`src/hccc_consts.vh`:
```
// constants of the host channel coupler control block
// assumes a 12-bit channel code, octal function numbering
`ifndef HCCC_CONSTS_VH
`define HCCC_CONSTS_VH

// channel code fields
`define HCCC_CODE_W        12
`define HCCC_UNIT_HI       11
`define HCCC_UNIT_LO       9
`define HCCC_OP_HI         11
`define HCCC_OP_LO         6
`define HCCC_PAT_W         10

// function codes, full 12 bits; octal 0001..0040 written in hex
`define HCCC_FN_PAIRED     12'h001
`define HCCC_FN_SINGLE     12'h002
`define HCCC_FN_RW_EN      12'h004
`define HCCC_FN_RW_OFF     12'h008
`define HCCC_FN_CLR_EN     12'h010
`define HCCC_FN_CLR_ST     12'h020

// function groups selected by the top two octal digits 01, 10, 11
`define HCCC_OP_MASK       6'h01
`define HCCC_OP_SET        6'h08
`define HCCC_OP_CLR        6'h09

// status register layout
`define HCCC_ST_W          12
`define HCCC_ST_WR_RDY     10
`define HCCC_ST_RD_RDY     11

// reset values
`define HCCC_ST_RST        12'h000
`define HCCC_MASK_RST      10'h000
`define HCCC_MODE_RST      1'b0

// mapping modes
`define HCCC_MODE_PAIRED   1'b0
`define HCCC_MODE_SINGLE   1'b1

// parity sense: 1 means total of data and parity is odd
`define HCCC_PAR_ODD       1'b1

// pin synchroniser depth
`define HCCC_SYNC_STAGES   3

`endif

```
`src/hccc_sync.v`:
```
// three-stage synchroniser with agreement filter for channel pins
// assumes inputs asynchronous to clock_in
`timescale 1ns/1ps
`default_nettype none

module hccc_sync #(
   parameter W = 1
) (
   input  wire         clock_in,
   input  wire         arst_n_in,
   input  wire [W-1:0] d_in,
   output wire [W-1:0] q_out
);

   reg [W-1:0] s1_q;
   reg [W-1:0] s2_q;
   reg [W-1:0] s3_q;
   genvar      i;

   always @(posedge clock_in or negedge arst_n_in) begin
      if (!arst_n_in) begin
         s1_q <= {W{1'b0}};
         s2_q <= {W{1'b0}};
         s3_q <= {W{1'b0}};
      end else begin
         // first stage feeds only the second
         s1_q <= d_in;
         s2_q <= s1_q;
         s3_q <= s2_q;
      end
   end

   // a bit changes only once stages two and three agree
   generate
      for (i = 0; i < W; i = i + 1) begin : g_filt
         reg filt_q;
         always @(posedge clock_in or negedge arst_n_in) begin
            if (!arst_n_in) begin
               filt_q <= 1'b0;
            end else if (s2_q[i] == s3_q[i]) begin
               filt_q <= s3_q[i];
            end
         end
         assign q_out[i] = filt_q;
      end
   endgenerate

endmodule // hccc_sync

`default_nettype wire

```
`src/hccc_coupler.v`:
```
// host channel coupler control: connect, functions, status, interrupt
// assumes channel pins asynchronous; minicomputer side on clock_in
`timescale 1ns/1ps
`default_nettype none
`include "hccc_consts.vh"

module hccc_coupler #(
   parameter       UNIT_W  = 3,
   parameter [0:0] PAR_ODD = `HCCC_PAR_ODD
) (
   input  wire        clock_in,
   input  wire        arst_n_in,
   // channel side pins
   input  wire        chan_connect_in,
   input  wire        chan_function_in,
   input  wire [11:0] chan_data_in,
   input  wire        chan_parity_in,
   input  wire [2:0]  unit_select_in,
   input  wire        unit_present_in,
   output wire        chan_reply_out,
   output wire        chan_reject_out,
   output wire        chan_irq_out,
   // minicomputer status and control channel
   input  wire        ctl_set_in,
   input  wire        ctl_clr_in,
   input  wire [11:0] ctl_pattern_in,
   output wire [11:0] ctl_status_out,
   output wire        ctl_connected_out,
   output wire        ctl_single_byte_mapping_out,
   // minicomputer data channel, outbound
   input  wire        dat_wr_in,
   input  wire [15:0] dat_word_in,
   output wire [11:0] dat_byte_first_out,
   output wire [11:0] dat_byte_second_out,
   output wire        dat_two_bytes_out,
   // minicomputer data channel, inbound
   input  wire        dat_byte_vld_in,
   input  wire [11:0] dat_byte_in,
   output wire [15:0] dat_word_out,
   output wire        dat_word_vld_out
);

   localparam SW = 2 + 1 + 12 + UNIT_W + 1;

   localparam [1:0] ST_IDLE  = 2'd0;
   localparam [1:0] ST_CONN  = 2'd1;
   localparam [1:0] ST_FUNC  = 2'd2;
   localparam [1:0] ST_HOLD  = 2'd3;

   // function kinds
   localparam [3:0] FK_NONE   = 4'd0;
   localparam [3:0] FK_PAIR   = 4'd1;
   localparam [3:0] FK_SINGLE = 4'd2;
   localparam [3:0] FK_RW_EN  = 4'd3;
   localparam [3:0] FK_RW_OFF = 4'd4;
   localparam [3:0] FK_CLR_EN = 4'd5;
   localparam [3:0] FK_CLR_ST = 4'd6;
   localparam [3:0] FK_MASK   = 4'd7;
   localparam [3:0] FK_SET    = 4'd8;
   localparam [3:0] FK_CLR    = 4'd9;

   function [3:0] fn_kind;
      input [11:0] code;
      begin
         case (code)
            `HCCC_FN_PAIRED: fn_kind = FK_PAIR;
            `HCCC_FN_SINGLE: fn_kind = FK_SINGLE;
            `HCCC_FN_RW_EN:  fn_kind = FK_RW_EN;
            `HCCC_FN_RW_OFF: fn_kind = FK_RW_OFF;
            `HCCC_FN_CLR_EN: fn_kind = FK_CLR_EN;
            `HCCC_FN_CLR_ST: fn_kind = FK_CLR_ST;
            default:
               case (code[`HCCC_OP_HI:`HCCC_OP_LO])
                  `HCCC_OP_MASK: fn_kind = FK_MASK;
                  `HCCC_OP_SET:  fn_kind = FK_SET;
                  `HCCC_OP_CLR:  fn_kind = FK_CLR;
                  default:       fn_kind = FK_NONE;
               endcase
         endcase
      end
   endfunction

   // synchronised pins
   wire [SW-1:0]     pins_s;
   wire              conn_s, func_s, par_s, present_s;
   wire [11:0]       data_s;
   wire [UNIT_W-1:0] unit_s;
   hccc_sync #(
      .W (SW)
   ) u_sync (
      .clock_in  (clock_in),
      .arst_n_in (arst_n_in),
      .d_in      ({chan_connect_in, chan_function_in, chan_parity_in,
                   chan_data_in, unit_select_in, unit_present_in}),
      .q_out     (pins_s)
   );
   assign {conn_s, func_s, par_s, data_s, unit_s, present_s} = pins_s;

   reg         conn_prev_q, func_prev_q;
   reg [1:0]   state_q, state_d;
   reg         reply_q, reply_d;
   reg         reject_q, reject_d;
   reg         connected_q, connected_d;
   reg         exec_d;
   reg         mode_q;
   reg         rw_en_q, rw_pend_q;
   reg         clr_en_q, clr_pend_q;
   reg [9:0]   mask_q;
   reg [11:0]  status_q, status_d;
   reg         irq_q;
   reg [11:0]  obyte0_q, obyte1_q;
   reg         otwo_q;
   reg [7:0]   ihalf_q;
   reg         iphase_q;
   reg [15:0]  iword_q;
   reg         ivld_q;

   wire conn_rise = conn_s & ~conn_prev_q;
   wire func_rise = func_s & ~func_prev_q;
   // parity sense chosen at build time
   wire par_ok    = ((^data_s) ^ par_s) == PAR_ODD;
   wire unit_hit  = data_s[`HCCC_UNIT_HI:`HCCC_UNIT_LO] == unit_s;
   wire [3:0] fk  = fn_kind(data_s);
   wire fn_ok     = (fk != FK_NONE) & par_ok;

   // answer sequencer: reply and reject stand until the strobe drops
   always @* begin
      state_d     = state_q;
      reply_d     = reply_q;
      reject_d    = reject_q;
      connected_d = connected_q;
      exec_d      = 1'b0;
      case (state_q)
         ST_IDLE: begin
            if (conn_rise) begin
               if (unit_hit & par_ok & present_s) begin
                  reply_d     = 1'b1;
                  connected_d = 1'b1;
                  state_d     = ST_CONN;
               end else if (!par_ok | (unit_hit & ~present_s)) begin
                  reject_d    = 1'b1;
                  connected_d = 1'b0;
                  state_d     = ST_CONN;
               end else begin
                  // another unit was addressed
                  connected_d = 1'b0;
                  state_d     = ST_HOLD;
               end
            end else if (func_rise & connected_q) begin
               if (fn_ok) begin
                  reply_d = 1'b1;
                  exec_d  = 1'b1;
                  state_d = ST_FUNC;
               end else begin
                  // silence lets the channel reject internally
                  state_d = ST_HOLD;
               end
            end
         end
         ST_CONN: begin
            if (!conn_s) begin
               reply_d  = 1'b0;
               reject_d = 1'b0;
               state_d  = ST_IDLE;
            end
         end
         ST_FUNC: begin
            if (!func_s) begin
               reply_d = 1'b0;
               state_d = ST_IDLE;
            end
         end
         ST_HOLD: begin
            if (!conn_s & !func_s) begin
               state_d = ST_IDLE;
            end
         end
         default: begin
            state_d  = ST_IDLE;
            reply_d  = 1'b0;
            reject_d = 1'b0;
         end
      endcase
   end

   always @(posedge clock_in or negedge arst_n_in) begin
      if (!arst_n_in) begin
         state_q     <= ST_IDLE;
         reply_q     <= 1'b0;
         reject_q    <= 1'b0;
         connected_q <= 1'b0;
         conn_prev_q <= 1'b0;
         func_prev_q <= 1'b0;
      end else begin
         conn_prev_q <= conn_s;
         func_prev_q <= func_s;
         state_q     <= state_d;
         reply_q     <= reply_d;
         reject_q    <= reject_d;
         connected_q <= connected_d;
      end
   end

   wire do_clr_st = exec_d & (fk == FK_CLR_ST);
   wire [9:0] pat = data_s[`HCCC_PAT_W-1:0];
   // status: minicomputer and channel may both set and clear;
   // any set wins over a clear landing in the same cycle
   always @* begin
      status_d = status_q;
      if (do_clr_st)
         status_d = `HCCC_ST_RST;
      if (exec_d & (fk == FK_CLR))
         status_d[9:0] = status_d[9:0] & ~pat;
      if (ctl_clr_in)
         status_d = status_d & ~ctl_pattern_in;
      if (exec_d & (fk == FK_SET))
         status_d[9:0] = status_d[9:0] | pat;
      if (ctl_set_in)
         status_d = status_d | ctl_pattern_in;
   end

   wire rw_event  = (status_d[`HCCC_ST_WR_RDY] &
                     ~status_q[`HCCC_ST_WR_RDY]) |
                    (status_d[`HCCC_ST_RD_RDY] &
                     ~status_q[`HCCC_ST_RD_RDY]);
   wire clr_event = ctl_clr_in & (status_q != `HCCC_ST_RST) &
                    (status_d == `HCCC_ST_RST);
   wire mask_hit  = |(mask_q & status_q[9:0]);

   always @(posedge clock_in or negedge arst_n_in) begin
      if (!arst_n_in) begin
         status_q   <= `HCCC_ST_RST;
         mode_q     <= `HCCC_MODE_RST;
         rw_en_q    <= 1'b0;
         rw_pend_q  <= 1'b0;
         clr_en_q   <= 1'b0;
         clr_pend_q <= 1'b0;
         mask_q     <= `HCCC_MASK_RST;
         irq_q      <= 1'b0;
      end else begin
         status_q <= status_d;
         // interrupt does not look at the connection state
         irq_q    <= rw_pend_q | clr_pend_q | mask_hit;
         if (exec_d & (fk == FK_PAIR)) begin
            mode_q <= `HCCC_MODE_PAIRED;
         end
         if (exec_d & (fk == FK_SINGLE)) begin
            mode_q <= `HCCC_MODE_SINGLE;
         end
         if (exec_d & (fk == FK_MASK)) begin
            mask_q <= pat;
         end
         // the cancelling function also drops the enable, so it wins
         if (exec_d & (fk == FK_RW_OFF)) begin
            rw_en_q   <= 1'b0;
            rw_pend_q <= 1'b0;
         end else begin
            if (exec_d & (fk == FK_RW_EN)) begin
               rw_en_q <= 1'b1;
            end
            if (rw_en_q & rw_event) begin
               rw_pend_q <= 1'b1;
            end
         end
         if (do_clr_st) begin
            clr_en_q   <= 1'b0;
            clr_pend_q <= 1'b0;
         end else begin
            if (exec_d & (fk == FK_CLR_EN)) begin
               clr_en_q <= 1'b1;
            end
            if (clr_en_q & clr_event) begin
               clr_pend_q <= 1'b1;
            end
         end
      end
   end

   // outbound mapping, word to channel bytes
   always @(posedge clock_in or negedge arst_n_in) begin
      if (!arst_n_in) begin
         obyte0_q <= 12'h000;
         obyte1_q <= 12'h000;
         otwo_q   <= 1'b0;
      end else if (dat_wr_in) begin
         if (mode_q == `HCCC_MODE_SINGLE) begin
            obyte0_q <= {dat_word_in[13:8], dat_word_in[5:0]};
            obyte1_q <= 12'h000;
            otwo_q   <= 1'b0;
         end else begin
            obyte0_q <= {4'h0, dat_word_in[15:8]};
            obyte1_q <= {4'h0, dat_word_in[7:0]};
            otwo_q   <= 1'b1;
         end
      end
   end

   // inbound mapping, channel bytes to word; a mode change
   // restarts pairing so a stray half byte is dropped
   always @(posedge clock_in or negedge arst_n_in) begin
      if (!arst_n_in) begin
         ihalf_q  <= 8'h00;
         iphase_q <= 1'b0;
         iword_q  <= 16'h0000;
         ivld_q   <= 1'b0;
      end else begin
         ivld_q <= 1'b0;
         if (exec_d & ((fk == FK_PAIR) | (fk == FK_SINGLE))) begin
            iphase_q <= 1'b0;
         end else if (dat_byte_vld_in) begin
            if (mode_q == `HCCC_MODE_SINGLE) begin
               iword_q <= {2'b00, dat_byte_in[11:6],
                           2'b00, dat_byte_in[5:0]};
               ivld_q  <= 1'b1;
            end else if (!iphase_q) begin
               ihalf_q  <= dat_byte_in[7:0];
               iphase_q <= 1'b1;
            end else begin
               iword_q  <= {ihalf_q, dat_byte_in[7:0]};
               ivld_q   <= 1'b1;
               iphase_q <= 1'b0;
            end
         end
      end
   end

   assign chan_reply_out              = reply_q;
   assign chan_reject_out             = reject_q;
   assign chan_irq_out                = irq_q;
   // status and control channel
   assign ctl_status_out              = status_q;
   assign ctl_connected_out           = connected_q;
   assign ctl_single_byte_mapping_out = mode_q;
   // data channel
   assign dat_byte_first_out          = obyte0_q;
   assign dat_byte_second_out         = obyte1_q;
   assign dat_two_bytes_out           = otwo_q;
   assign dat_word_out                = iword_q;
   assign dat_word_vld_out            = ivld_q;

endmodule // hccc_coupler

`default_nettype wire

```
`config.mk`:
```
export PLATFORM = sky130hd
export DESIGN_NAME = hccc_coupler
export DESIGN_NICKNAME = d
export VERILOG_FILES = /design/src/hccc_sync.v /design/src/hccc_coupler.v
export VERILOG_INCLUDE_DIRS = /design/src
export SDC_FILE = /design/constraint.sdc
export NUM_CORES = 1
export LEC_CHECK = 0
export BUFFER_PORTS_ARGS = -buffer_cell sky130_fd_sc_hd__buf_2
export CAP_MARGIN = 20
export CORE_UTILIZATION = 40
export DETAILED_ROUTE_END_ITERATION = 6
export HOLD_SLACK_MARGIN = 0.02
export PLACE_DENSITY_LB_ADDON = 0.25
export SYNTH_ARGS = -nofsm -noshare
export SYNTH_HDL_FRONTEND = slang
export SYNTH_SLANG_ARGS = --single-unit
```
`constraint.sdc`:
```
create_clock -name clock_in -period 3.03 [get_ports clock_in]
set_clock_uncertainty 0.1 [all_clocks]
set_input_delay 0.606 -clock clock_in [delete_from_list [all_inputs] [get_ports clock_in]]
set_output_delay 0.606 -clock clock_in [all_outputs]
set_load 0.03 [all_outputs]
```
==> results of run 1 <==
worst min path at each step:
stage / end / slack (ps)
after floorplan: chan_irq_out$_DFF_PN0_ / 210
after global placement: u_sync.s2_q[2]$_DFF_PN0_ / 230
after detailed placement: u_sync.s2_q[5]$_DFF_PN0_ / 240
after CTS: dat_byte_second_out[5]$_DFFE_PN0P_ / 90
after global routing: dat_byte_second_out[2]$_DFFE_PN0P_ / 110
final: dat_byte_first_out[9]$_DFFE_PN0P_ / 80
kinds of logic after synthesis:
family	Yosys count	share of synthesized area
flip-flops	158	0.609
other	1	0.000577
buffers and inverters	45	0.0322
XOR/XNOR	8	0.0152
AND/OR/NAND/NOR	111	0.0842
AO/OA/AOI/OAI	126	0.144
multiplexers	30	0.0509
adder cells (fa/ha/maj)	37	0.0640
registers in the layout (all words and copies together) (netlist names), 10 cells and up:
signal / flops
mask_q: 10
u_sync.s3_q: 19
u_sync.s2_q: 19
u_sync.s1_q: 19
ctl_status_out: 12
u_sync.g_filt.filt_q: 19
dat_word_out: 16
dat_byte_first_out: 12
through the flow:
step	hold slack (ps)	setup slack, ps	TNS [ps]
2_1_floorplan	210	2.29	0
6_report	75.4	-25.6	-42.3
5_1_grt	113	-161	-1820
3_5_place_dp	236	-129	-1180
3_3_place_gp	232	-132	-947
4_1_cts	90.0	1.08	0
power by group through the flow:
stage | sequential, W | combinational [W] | clock (W)
after floorplan | 0.00259 | 0.000451 | 0
after global placement | 0.00248 | 0.000926 | 0
after detailed placement | 0.00249 | 0.000950 | 0
after CTS | 0.00245 | 0.000966 | 0.00206
after global routing | 0.00248 | 0.00115 | 0.00216
final | 0.00245 | 0.00105 | 0.00200
synth_stat cells, types with 2 or more instances:
| master | instances |
|---|---|
| and4_1 | 2 |
| a21boi_0 | 11 |
| nor2b_1 | 12 |
| a21oi_1 | 18 |
| buf_2 | 2 |
| and3_1 | 4 |
| buf_6 | 2 |
| a22o_1 | 2 |
| o41ai_1 | 7 |
| nand3_1 | 10 |
| mux2_2 | 12 |
| clkbuf_1 | 8 |
| mux2i_1 | 15 |
| and2_1 | 2 |
| nand2_1 | 32 |
| maj3_1 | 19 |
| o31ai_1 | 10 |
| nand4_1 | 4 |
| a21o_1 | 2 |
| a32o_1 | 3 |
| o221ai_1 | 11 |
| nor2_1 | 26 |
| a31o_2 | 12 |
| a22oi_1 | 3 |
| o21ai_0 | 27 |
| dfrtp_1 | 158 |
| buf_4 | 6 |
| mux2_4 | 3 |
| ha_1 | 18 |
| a311o_1 | 2 |
| buf_1 | 3 |
| o22ai_1 | 2 |
| a31oi_1 | 3 |
| nor4_1 | 5 |
| nor3_1 | 5 |
| xor2_1 | 5 |
| and2b_1 | 2 |
| inv_1 | 24 |
per-layer routing:
metal | global-route usage | share of wire | vias up
met5 | 0 | 0 | -
met1 | 0.247 | 0.46 | 2231
met4 | 0.0670 | 0.014 | 0
met2 | 0.277 | 0.48 | 117
met3 | 0.0367 | 0.050 | 14
li1 | - | - | 2239
final cells by class:
| class | instances | area, µm² |
|---|---|---|
| Fill cell | 1416 | 7420 |
| Clock buffer | 18 | 439 |
| Multi-Input combinational cell | 317 | 2530 |
| Timing Repair Buffer | 174 | 1060 |
| Clock inverter | 14 | 124 |
| Tap cell | 216 | 270 |
| Sequential cell | 158 | 3950 |
| Inverter | 24 | 90.1 |
worst max-delay path: cells and delay by family (launching register included):
kind / cells / cell delay, ps
DFF: 1 / 390
buffers and inverters: 1 / 90
xor gates and xnor gates: 2 / 660
AOI/OAI and AO/OA: 3 / 740
adders and majority gates: 1 / 200
and+or+nand+nor: 2 / 800
repair_timing:
action,4_1_cts,5_1_grt
gates resized for setup,8,30
hold buffers,0,0
pin swaps,3,11
setup endpoints to repair,17,19
gates cloned,0,1
setup buffers,1,4
==> results.ini, run 1 <==
[outcome]
status=finished, violations left
violations=setup timing

[job]
maxCapViolCount=0

[power]
power_switching_w=0.00161
irDropWorstVdd_mv=0.414
p_leak_nw=4.03
p_clk_frac=0.364
seqPwrFrac=0.446
p_total_w=0.00550
p_int_w=0.00388
switching_share=0.294
p_per_area_mw_per_mm2=649
combinationalPowerShare=0.190

[clock_tree]
clock-sinks=158
clock_latency_ps=410
clk_path_buf_depth=2
clkSlewWorstSetupHoldPaths_ps=70
htree_levels=4
numCtsBuffers=17
cts-root-buf=clkbuf_16
cts_tree=done

[final_layout]
nets=775
layout-drive-gt1-share=0.386
final_util=0.533
diodes=0
layout_commonest_cell=dfrtp_1
design_area_mm2=0.00847
fin_cells=921
areaGrowthSynthToFinish_pct=30.4
layout_common_cells=dfrtp_1 (158), buf_2 (118), buf_4 (51)

[global_routing]
grt_pass1_wl_mm=22.9
grt_overflow=0
antenna_found_initial=0
grt_max_degree=64
grt_pass1_vias=4583
gr-usage-all-layers=0.178

[synth]
yosys.area.top_type=dfrtp_1
yosysSeqAreaShare=0.609
yosys.cell_types.count=62
synth_edf_count=0
syn_area_mm2=0.00649
syn_inst=516
yosysWarnings=0
async_flop_share=1.00
synth-seq-cells=158
synth.avg_cell_area_um2=12.6
ys.flop_type=dfrtp_1
synth.area.top_cells=dfrtp_1 (61%), ha_1 (3.5%), maj3_1 (2.9%)
synth_top_area_share=0.609

[routing]
via_per_inst=5.00
num_vias=4601
drc=0
ant_nets=0
drt_pass1_iterations=4
post_drt_wl_per_cell_um=15.6
drtIter0Drc=312
wl_mm=14.3

[critical_path]
slowest_stage=or3_4
endpoint_kind=flop
crit_required_ps=3280
reg2reg_depth=9
cp_data_arrival_time_ps=3310
crit_start=u_sync.g_filt[10].filt_q$_DFFE_PN0N_
r2r_end=clr_pend_q$_DFFE_PN0P_
crit_type=flop to flop
cp-start-kind=flop
r2r-start=u_sync.g_filt[10].filt_q$_DFFE_PN0N_
critPathMaxStageDelay_ps=490
crit_chain=inv_2 -> ha_4 -> xnor3_1 -> xnor3_2 -> or3_4 -> o41ai_2 -> o221ai_1 -> nor4_1 -> a32o_1
crit_path_end=clr_pend_q$_DFFE_PN0P_
regToRegSetupSlack_ps=-30
crit_path_max_fanout=6

[floorplanning]
io-pin-count=124
coreArea_mm2=0.0159
die_x_um=129
dieArea_mm2=0.0168
initial_core_util=0.409
rows=46
fp.dieH_um=129

[place]
portBuffers=119
gp_congestion=0.869
dp.cells=883
placed_area_mm2=0.00767
hpwl_mm=10.2

[timing]
worst_pin_slew_ps=613
relSlewSlack=0.591
hold_viol=0
fmax_mhz=327
setup_slack_ps=-25.6
setup_viol=3
rsz0062_at_grt=yes
drv_slew=0
min_period_ps=3060
min_period_over_period=1.01

[min_path]
hp-class=input pin to asynchronous set/reset pin

(Power assumes the default switching activity.)
==> run 2, diff against run 1 <==
--- a/config.mk
+++ b/config.mk
@@ -8,7 +8,9 @@
 export LEC_CHECK = 0
 export BUFFER_PORTS_ARGS = -buffer_cell sky130_fd_sc_hd__buf_2
 export CAP_MARGIN = 20
-export CORE_UTILIZATION = 40
+export CELL_PAD_IN_SITES_DETAIL_PLACEMENT = 1
+export CELL_PAD_IN_SITES_GLOBAL_PLACEMENT = 2
+export CORE_UTILIZATION = 33
 export DETAILED_ROUTE_END_ITERATION = 6
 export HOLD_SLACK_MARGIN = 0.02
 export PLACE_DENSITY_LB_ADDON = 0.25
==> results.ini, run 2 (same netlist as run 1, synthesis figures left out) <==
[power]
irDropWorstVdd_mv=0.392  ; -5.4%
p_leak_nw=4.17  ; +3.4%
p_per_area_mw_per_mm2=635  ; -2.2%
p_total_w=0.00563  ; +2.4%

[clock_tree]
htree_levels=4  ; unchanged
clkSlewWorstSetupHoldPaths_ps=70  ; about the same
clk_path_buf_depth=2  ; unchanged
clock_latency_ps=430  ; +20 ps
clock-sinks=158  ; unchanged
hold_buffers=0  ; unchanged
numCtsBuffers=17  ; unchanged
cts_tree=done
cts-root-buf=clkbuf_16

[timing]
relSlewSlack=0.551  ; -0.0399
rsz0062_at_grt=yes
setup_slack_ps=-80.0  ; -54.4 ps
min_period_ps=3110  ; +54.4 ps
setup_viol=9  ; +6
min_period_over_period=1.03  ; +0.0179
worst_pin_slew_ps=673  ; +59.8 ps
hold_viol=0  ; unchanged
fin_setup_tns_ps=-228  ; -185 ps
fmax_mhz=322  ; -1.7%
drv_slew=0  ; unchanged

[global_routing]
antenna_found_initial=0  ; unchanged
grt_pass1_vias=5083  ; +11%
grt_pass1_wl_mm=26.9  ; +18%
gr-usage-all-layers=0.175  ; -0.00322
grt_max_degree=68  ; +6.3%
grt_overflow=0  ; unchanged

[final_layout]
areaGrowthSynthToFinish_pct=36.4
design_area_mm2=0.00886  ; +4.6%
final_util=0.466  ; -0.0672
nets=784  ; +1.2%
layout_commonest_cell=dfrtp_1
layout_common_cells=dfrtp_1 (158), buf_2 (118), buf_4 (50)
diodes=0  ; unchanged
layout-drive-gt1-share=0.420  ; +0.0344

[floorplanning]
dieArea_mm2=0.0202  ; +21%
coreArea_mm2=0.0190  ; +20%
initial_core_util=0.342  ; -0.0674
fp.dieH_um=142  ; +9.9%
io-pin-count=124  ; unchanged
die_x_um=142  ; +9.9%
rows=50  ; +8.7%

[place]
portBuffers=119  ; unchanged
dp_slack_ps=-230  ; -101 ps
hpwl_mm=11.7  ; +14%
gp_congestion=0.859  ; -1.1%
placed_area_mm2=0.00771  ; +0.52%

[job]
maxCapViolCount=0  ; unchanged

[outcome]
status=finished, violations left
violations=setup timing

[routing]
wl_mm=17.2  ; +20%
drc=0  ; unchanged
via_per_inst=4.98  ; -0.26%
post_drt_wl_per_cell_um=17.7  ; +14%
drt_pass1_iterations=5  ; +1
drtIter0Drc=194  ; -38%
ant_nets=0  ; unchanged
num_vias=4853  ; +5.5%

[critical_path]
crit_type=flop to flop
cp_data_arrival_time_ps=3380  ; +70 ps
crit_path_max_fanout=4  ; -2
reg2reg_depth=10  ; +1
endpoint_kind=flop
cp-start-kind=flop
crit_required_ps=3300  ; +20 ps

[min_path]
hp-class=input pin to asynchronous set/reset pin

-- run 2: layer usage --
layer	GRT usage	up-vias	wire (µm)
li1	-	2245	-
met1	0.218	2478	7420
met2	0.297	110	8900
met3	0.0373	20	667
met4	0.0651	0	261
met5	0	-	0
-- run 2: timing repair --
item | CTS | global route
resized for setup | 34 | 46
setup endpoints to repair | 24 | 24
gates cloned | 2 | 2
pin swaps | 13 | 9
buffers inserted | 5 | 8
-- run 2: worst max-delay path: stages (launching register included) --
cell and delay, ps:
dfrtp_1 360, inv_2 60, ha_4 260, xnor3_1 390
xnor3_2 260, or3_4 460, buf_6 150, o41ai_2 380
o221ai_2 210, nor3_2 230, a32o_1 180
-- run 2: cell type report --
type,count,area [µm²]
clock inverters,13,124
repair buffers,183,1210
fillers,2074,10200
flip-flops and latches,158,3950
inverters,24,90.1
multi-input cells,317,2720
well taps,260,325
clock buffers,19,443
-- run 2: final timing paths --
check	to	slack [ps]	from
setup / recovery	clr_pend_q$_DFFE_PN0P_	-80	u_sync.g_filt[11].filt_q$_DFFE_PN0N_
hold / removal	u_sync.s1_q[18]$_DFF_PN0_	70	arst_n_in
setup reg to reg	clr_pend_q$_DFFE_PN0P_	-80	u_sync.g_filt[11].filt_q$_DFFE_PN0N_
hold reg to reg	u_sync.s2_q[16]$_DFF_PN0_	250	u_sync.s1_q[16]$_DFF_PN0_
max in group asynchronous	dat_byte_second_out[7]$_DFFE_PN0P_	2050	arst_n_in
min in group clock_in	u_sync.s1_q[2]$_DFF_PN0_	180	unit_select_in[1]
-- run 2: power by group --
group          internal [W]  switching, W
clock network       0.00110      0.000935
registers           0.00232      0.000149
logic              0.000508      0.000614
total               0.00393       0.00170
-- run 2: metrics by stage --
| stage | instances | hold WS, ps |
|---|---|---|
| CTS | 964 | 86.1 |
| finish | 974 | 72.9 |
| floorplan | 519 | 210 |
| global route | 974 | 108 |
| detailed placement | 925 | 236 |
| global placement | 925 | 232 |
==> run 3, diff against run 2 <==
--- a/config.mk
+++ b/config.mk
@@ -14,6 +14,7 @@
 export DETAILED_ROUTE_END_ITERATION = 6
 export HOLD_SLACK_MARGIN = 0.02
 export PLACE_DENSITY_LB_ADDON = 0.25
+export REMOVE_ABC_BUFFERS = 1
 export SYNTH_ARGS = -nofsm -noshare
 export SYNTH_HDL_FRONTEND = slang
 export SYNTH_SLANG_ARGS = --single-unit
==> results.ini, run 3 (same netlist as run 1, synthesis figures left out) <==
[final_layout]
seq_area_mm2=0.00395  ; unchanged
layout_commonest_cell=dfrtp_1
multiInputGateArea_mm2=0.00266  ; -2.0%
layout-drive-gt1-share=0.416  ; -0.00431
layout_common_cells=dfrtp_1 (158), buf_2 (118), buf_4 (63)
diodes=0  ; unchanged
nets=789  ; +0.64%
fill_cells=2027  ; -2.3%
areaGrowthSynthToFinish_pct=36.0

[clock_tree]
numCtsBuffers=17  ; unchanged
cts-root-buf=clkbuf_16
clk_path_buf_depth=2  ; unchanged
clock-sinks=158  ; unchanged
cts_tree=done
htree_levels=4  ; unchanged
hold_buffers=0  ; unchanged
clkSlewWorstSetupHoldPaths_ps=70  ; about the same
clock_latency_ps=430  ; about the same

[timing]
setup_viol=2  ; -7
rsz0062_at_grt=yes
drv_slew=0  ; unchanged
hold_viol=0  ; unchanged
min_period_over_period=1.01  ; -0.0148
fmax_mhz=326  ; +1.5%
setup_slack_ps=-35.2  ; +44.8 ps
hold-worst-slack_ps=85.9  ; +12.9 ps
min_period_ps=3070  ; -44.8 ps
relSlewSlack=0.553  ; +0.00142
worst_pin_slew_ps=671  ; -2.13 ps
fin_setup_tns_ps=-49.9  ; +178 ps

[power]
seqPwrFrac=0.432  ; -0.006
combinationalPowerShare=0.188  ; -0.011
p_clk_frac=0.380  ; +0.017
p_per_area_mw_per_mm2=646  ; +1.7%
p_int_w=0.00406  ; +3.3%
p_leak_nw=4.18  ; +0.30%
switching_share=0.288  ; -0.0136
irDropWorstVdd_mv=0.414  ; +5.5%
power_switching_w=0.00164  ; -3.2%

[global_routing]
grt_pass1_wl_mm=27.7  ; +2.9%
grt_max_degree=71  ; +4.4%
antenna_found_initial=0  ; unchanged
grt_pass1_vias=5153  ; +1.4%
gr-usage-all-layers=0.179  ; +0.00379
grt_overflow=0  ; unchanged

[critical_path]
crit_required_ps=3290  ; about the same
crit_path_max_fanout=10  ; +6
endpoint_kind=flop
critical_path.top_delay_family=compound AO/OA/AOI/OAI gates
slowest_stage=dfrtp_1
path_buf_inv=3  ; +1
crit_type=flop to flop
cp-start-kind=flop
cp_data_arrival_time_ps=3330  ; -50 ps
crit_chain=inv_2 -> ha_4 -> xnor2_1 -> buf_4 -> xnor3_2 -> or3_4 -> buf_8 -> o41ai_4 -> o221ai_2 -> nor4_2 -> a32o_1
critPathMaxStageDelay_ps=400  ; -60 ps

[routing]
num_vias=4823  ; -0.62%
drt_pass1_iterations=4  ; -1
drc=0  ; unchanged
post_drt_wl_per_cell_um=17.8  ; +0.79%
wl_mm=17.5  ; +1.3%
ant_nets=0  ; unchanged
via_per_inst=4.93  ; -1.1%
drtIter0Drc=176  ; -9.3%

[floorplanning]
rows=50  ; unchanged
io-pin-count=124  ; unchanged
fp.dieH_um=142  ; unchanged
dieArea_mm2=0.0202  ; unchanged
initial_core_util=0.342  ; unchanged
die_x_um=142  ; unchanged
coreArea_mm2=0.0190  ; unchanged

[place]
portBuffers=119  ; unchanged
hpwl_mm=12.1  ; +3.9%
gp_congestion=0.869  ; +1.2%

[outcome]
status=finished, violations left
violations=setup timing

[min_path]
hp-class=input pin to asynchronous set/reset pin

[job]
maxCapViolCount=0  ; unchanged

## run 3: cell types whose count changed in the layout (fill, tap and decap cells not counted), sizes merged
cell / change
buf: +6
bufinv: +2
clkinv: -2
clkinvlp: +1
inv: -1
or3: -1
## run 3: timing repair
action	4_1_cts	5_1_grt
endpoints found under the setup margin	21	23
buffers inserted	4	6
cloned	1	2
resized for setup	17	53
endpoints found under the hold margin	0	0
pin swaps	6	14
## run 3: power groups by stage
| stage | clock (W) | sequential, W | combinational [W] |
|---|---|---|---|
| after global routing | 0.00232 | 0.00249 | 0.00117 |
| after detailed placement | 0 | 0.00249 | 0.000967 |
| after floorplan | 0 | 0.00259 | 0.000436 |
| after CTS | 0.00222 | 0.00246 | 0.000992 |
| final | 0.00217 | 0.00246 | 0.00107 |
| after global placement | 0 | 0.00248 | 0.000941 |
## run 3: final cells by class
type,instances,share of cell area
tap,260,0.0368
clock buffer,19,0.0502
clock inverter,13,0.0174
timing repair buffer,189,0.136
inverter,24,0.0102
multi-input combinational,316,0.302
sequential,158,0.448
## run 3: final timing paths
path                       slack, ps                           startpoint  depth (start not counted)                           end
min reg2reg                      250            u_sync.s1_q[11]$_DFF_PN0_                          0     u_sync.s2_q[11]$_DFF_PN0_
max reg2reg                      -40  u_sync.g_filt[4].filt_q$_DFFE_PN0N_                         11        clr_pend_q$_DFFE_PN0P_
max in group asynchronous       2010                            arst_n_in                          2  dat_word_out[14]$_DFFE_PN0P_
min in group clock_in            180                     chan_function_in                          1     u_sync.s1_q[17]$_DFF_PN0_
max                              -40  u_sync.g_filt[4].filt_q$_DFFE_PN0N_                         11        clr_pend_q$_DFFE_PN0P_
min                               90                            arst_n_in                          1         mask_q[3]$_DFFE_PN0P_
## run 3: worst register-to-register path, delay by kind of cell (launching register included)
family / cells / cell delay, ps
DFF: 1 / 400
xor gates and xnor gates: 2 / 480
buffers and inverters: 3 / 400
AOI/OAI and AO/OA: 3 / 710
and+or+nand+nor: 2 / 700
adders and majority gates: 1 / 210
## run 3: metal layers
layer / global-route usage / vias to the layer above / wire (µm)
met4: 0.0696 / 0 / 376
met2: 0.284 / 144 / 8400
met1: 0.232 / 2413 / 7750
met3: 0.0474 / 26 / 944
li1: - / 2240 / -
met5: 0 / - / 0
## run 3: through the flow
step / setup WS [ps] / power, W / area [µm²] / util / instances
2_1_floorplan: -276 / 0.00302 / 6390 / - / 498
3_3_place_gp: -68.7 / 0.00342 / 7770 / 0.408 / 934
3_5_place_dp: -186 / 0.00346 / 7770 / 0.408 / 934
4_1_cts: -15.6 / 0.00567 / 8500 / 0.447 / 971
5_1_grt: -167 / 0.00597 / 8830 / 0.464 / 979
6_report: -35.2 / 0.00570 / 8830 / 0.464 / 979
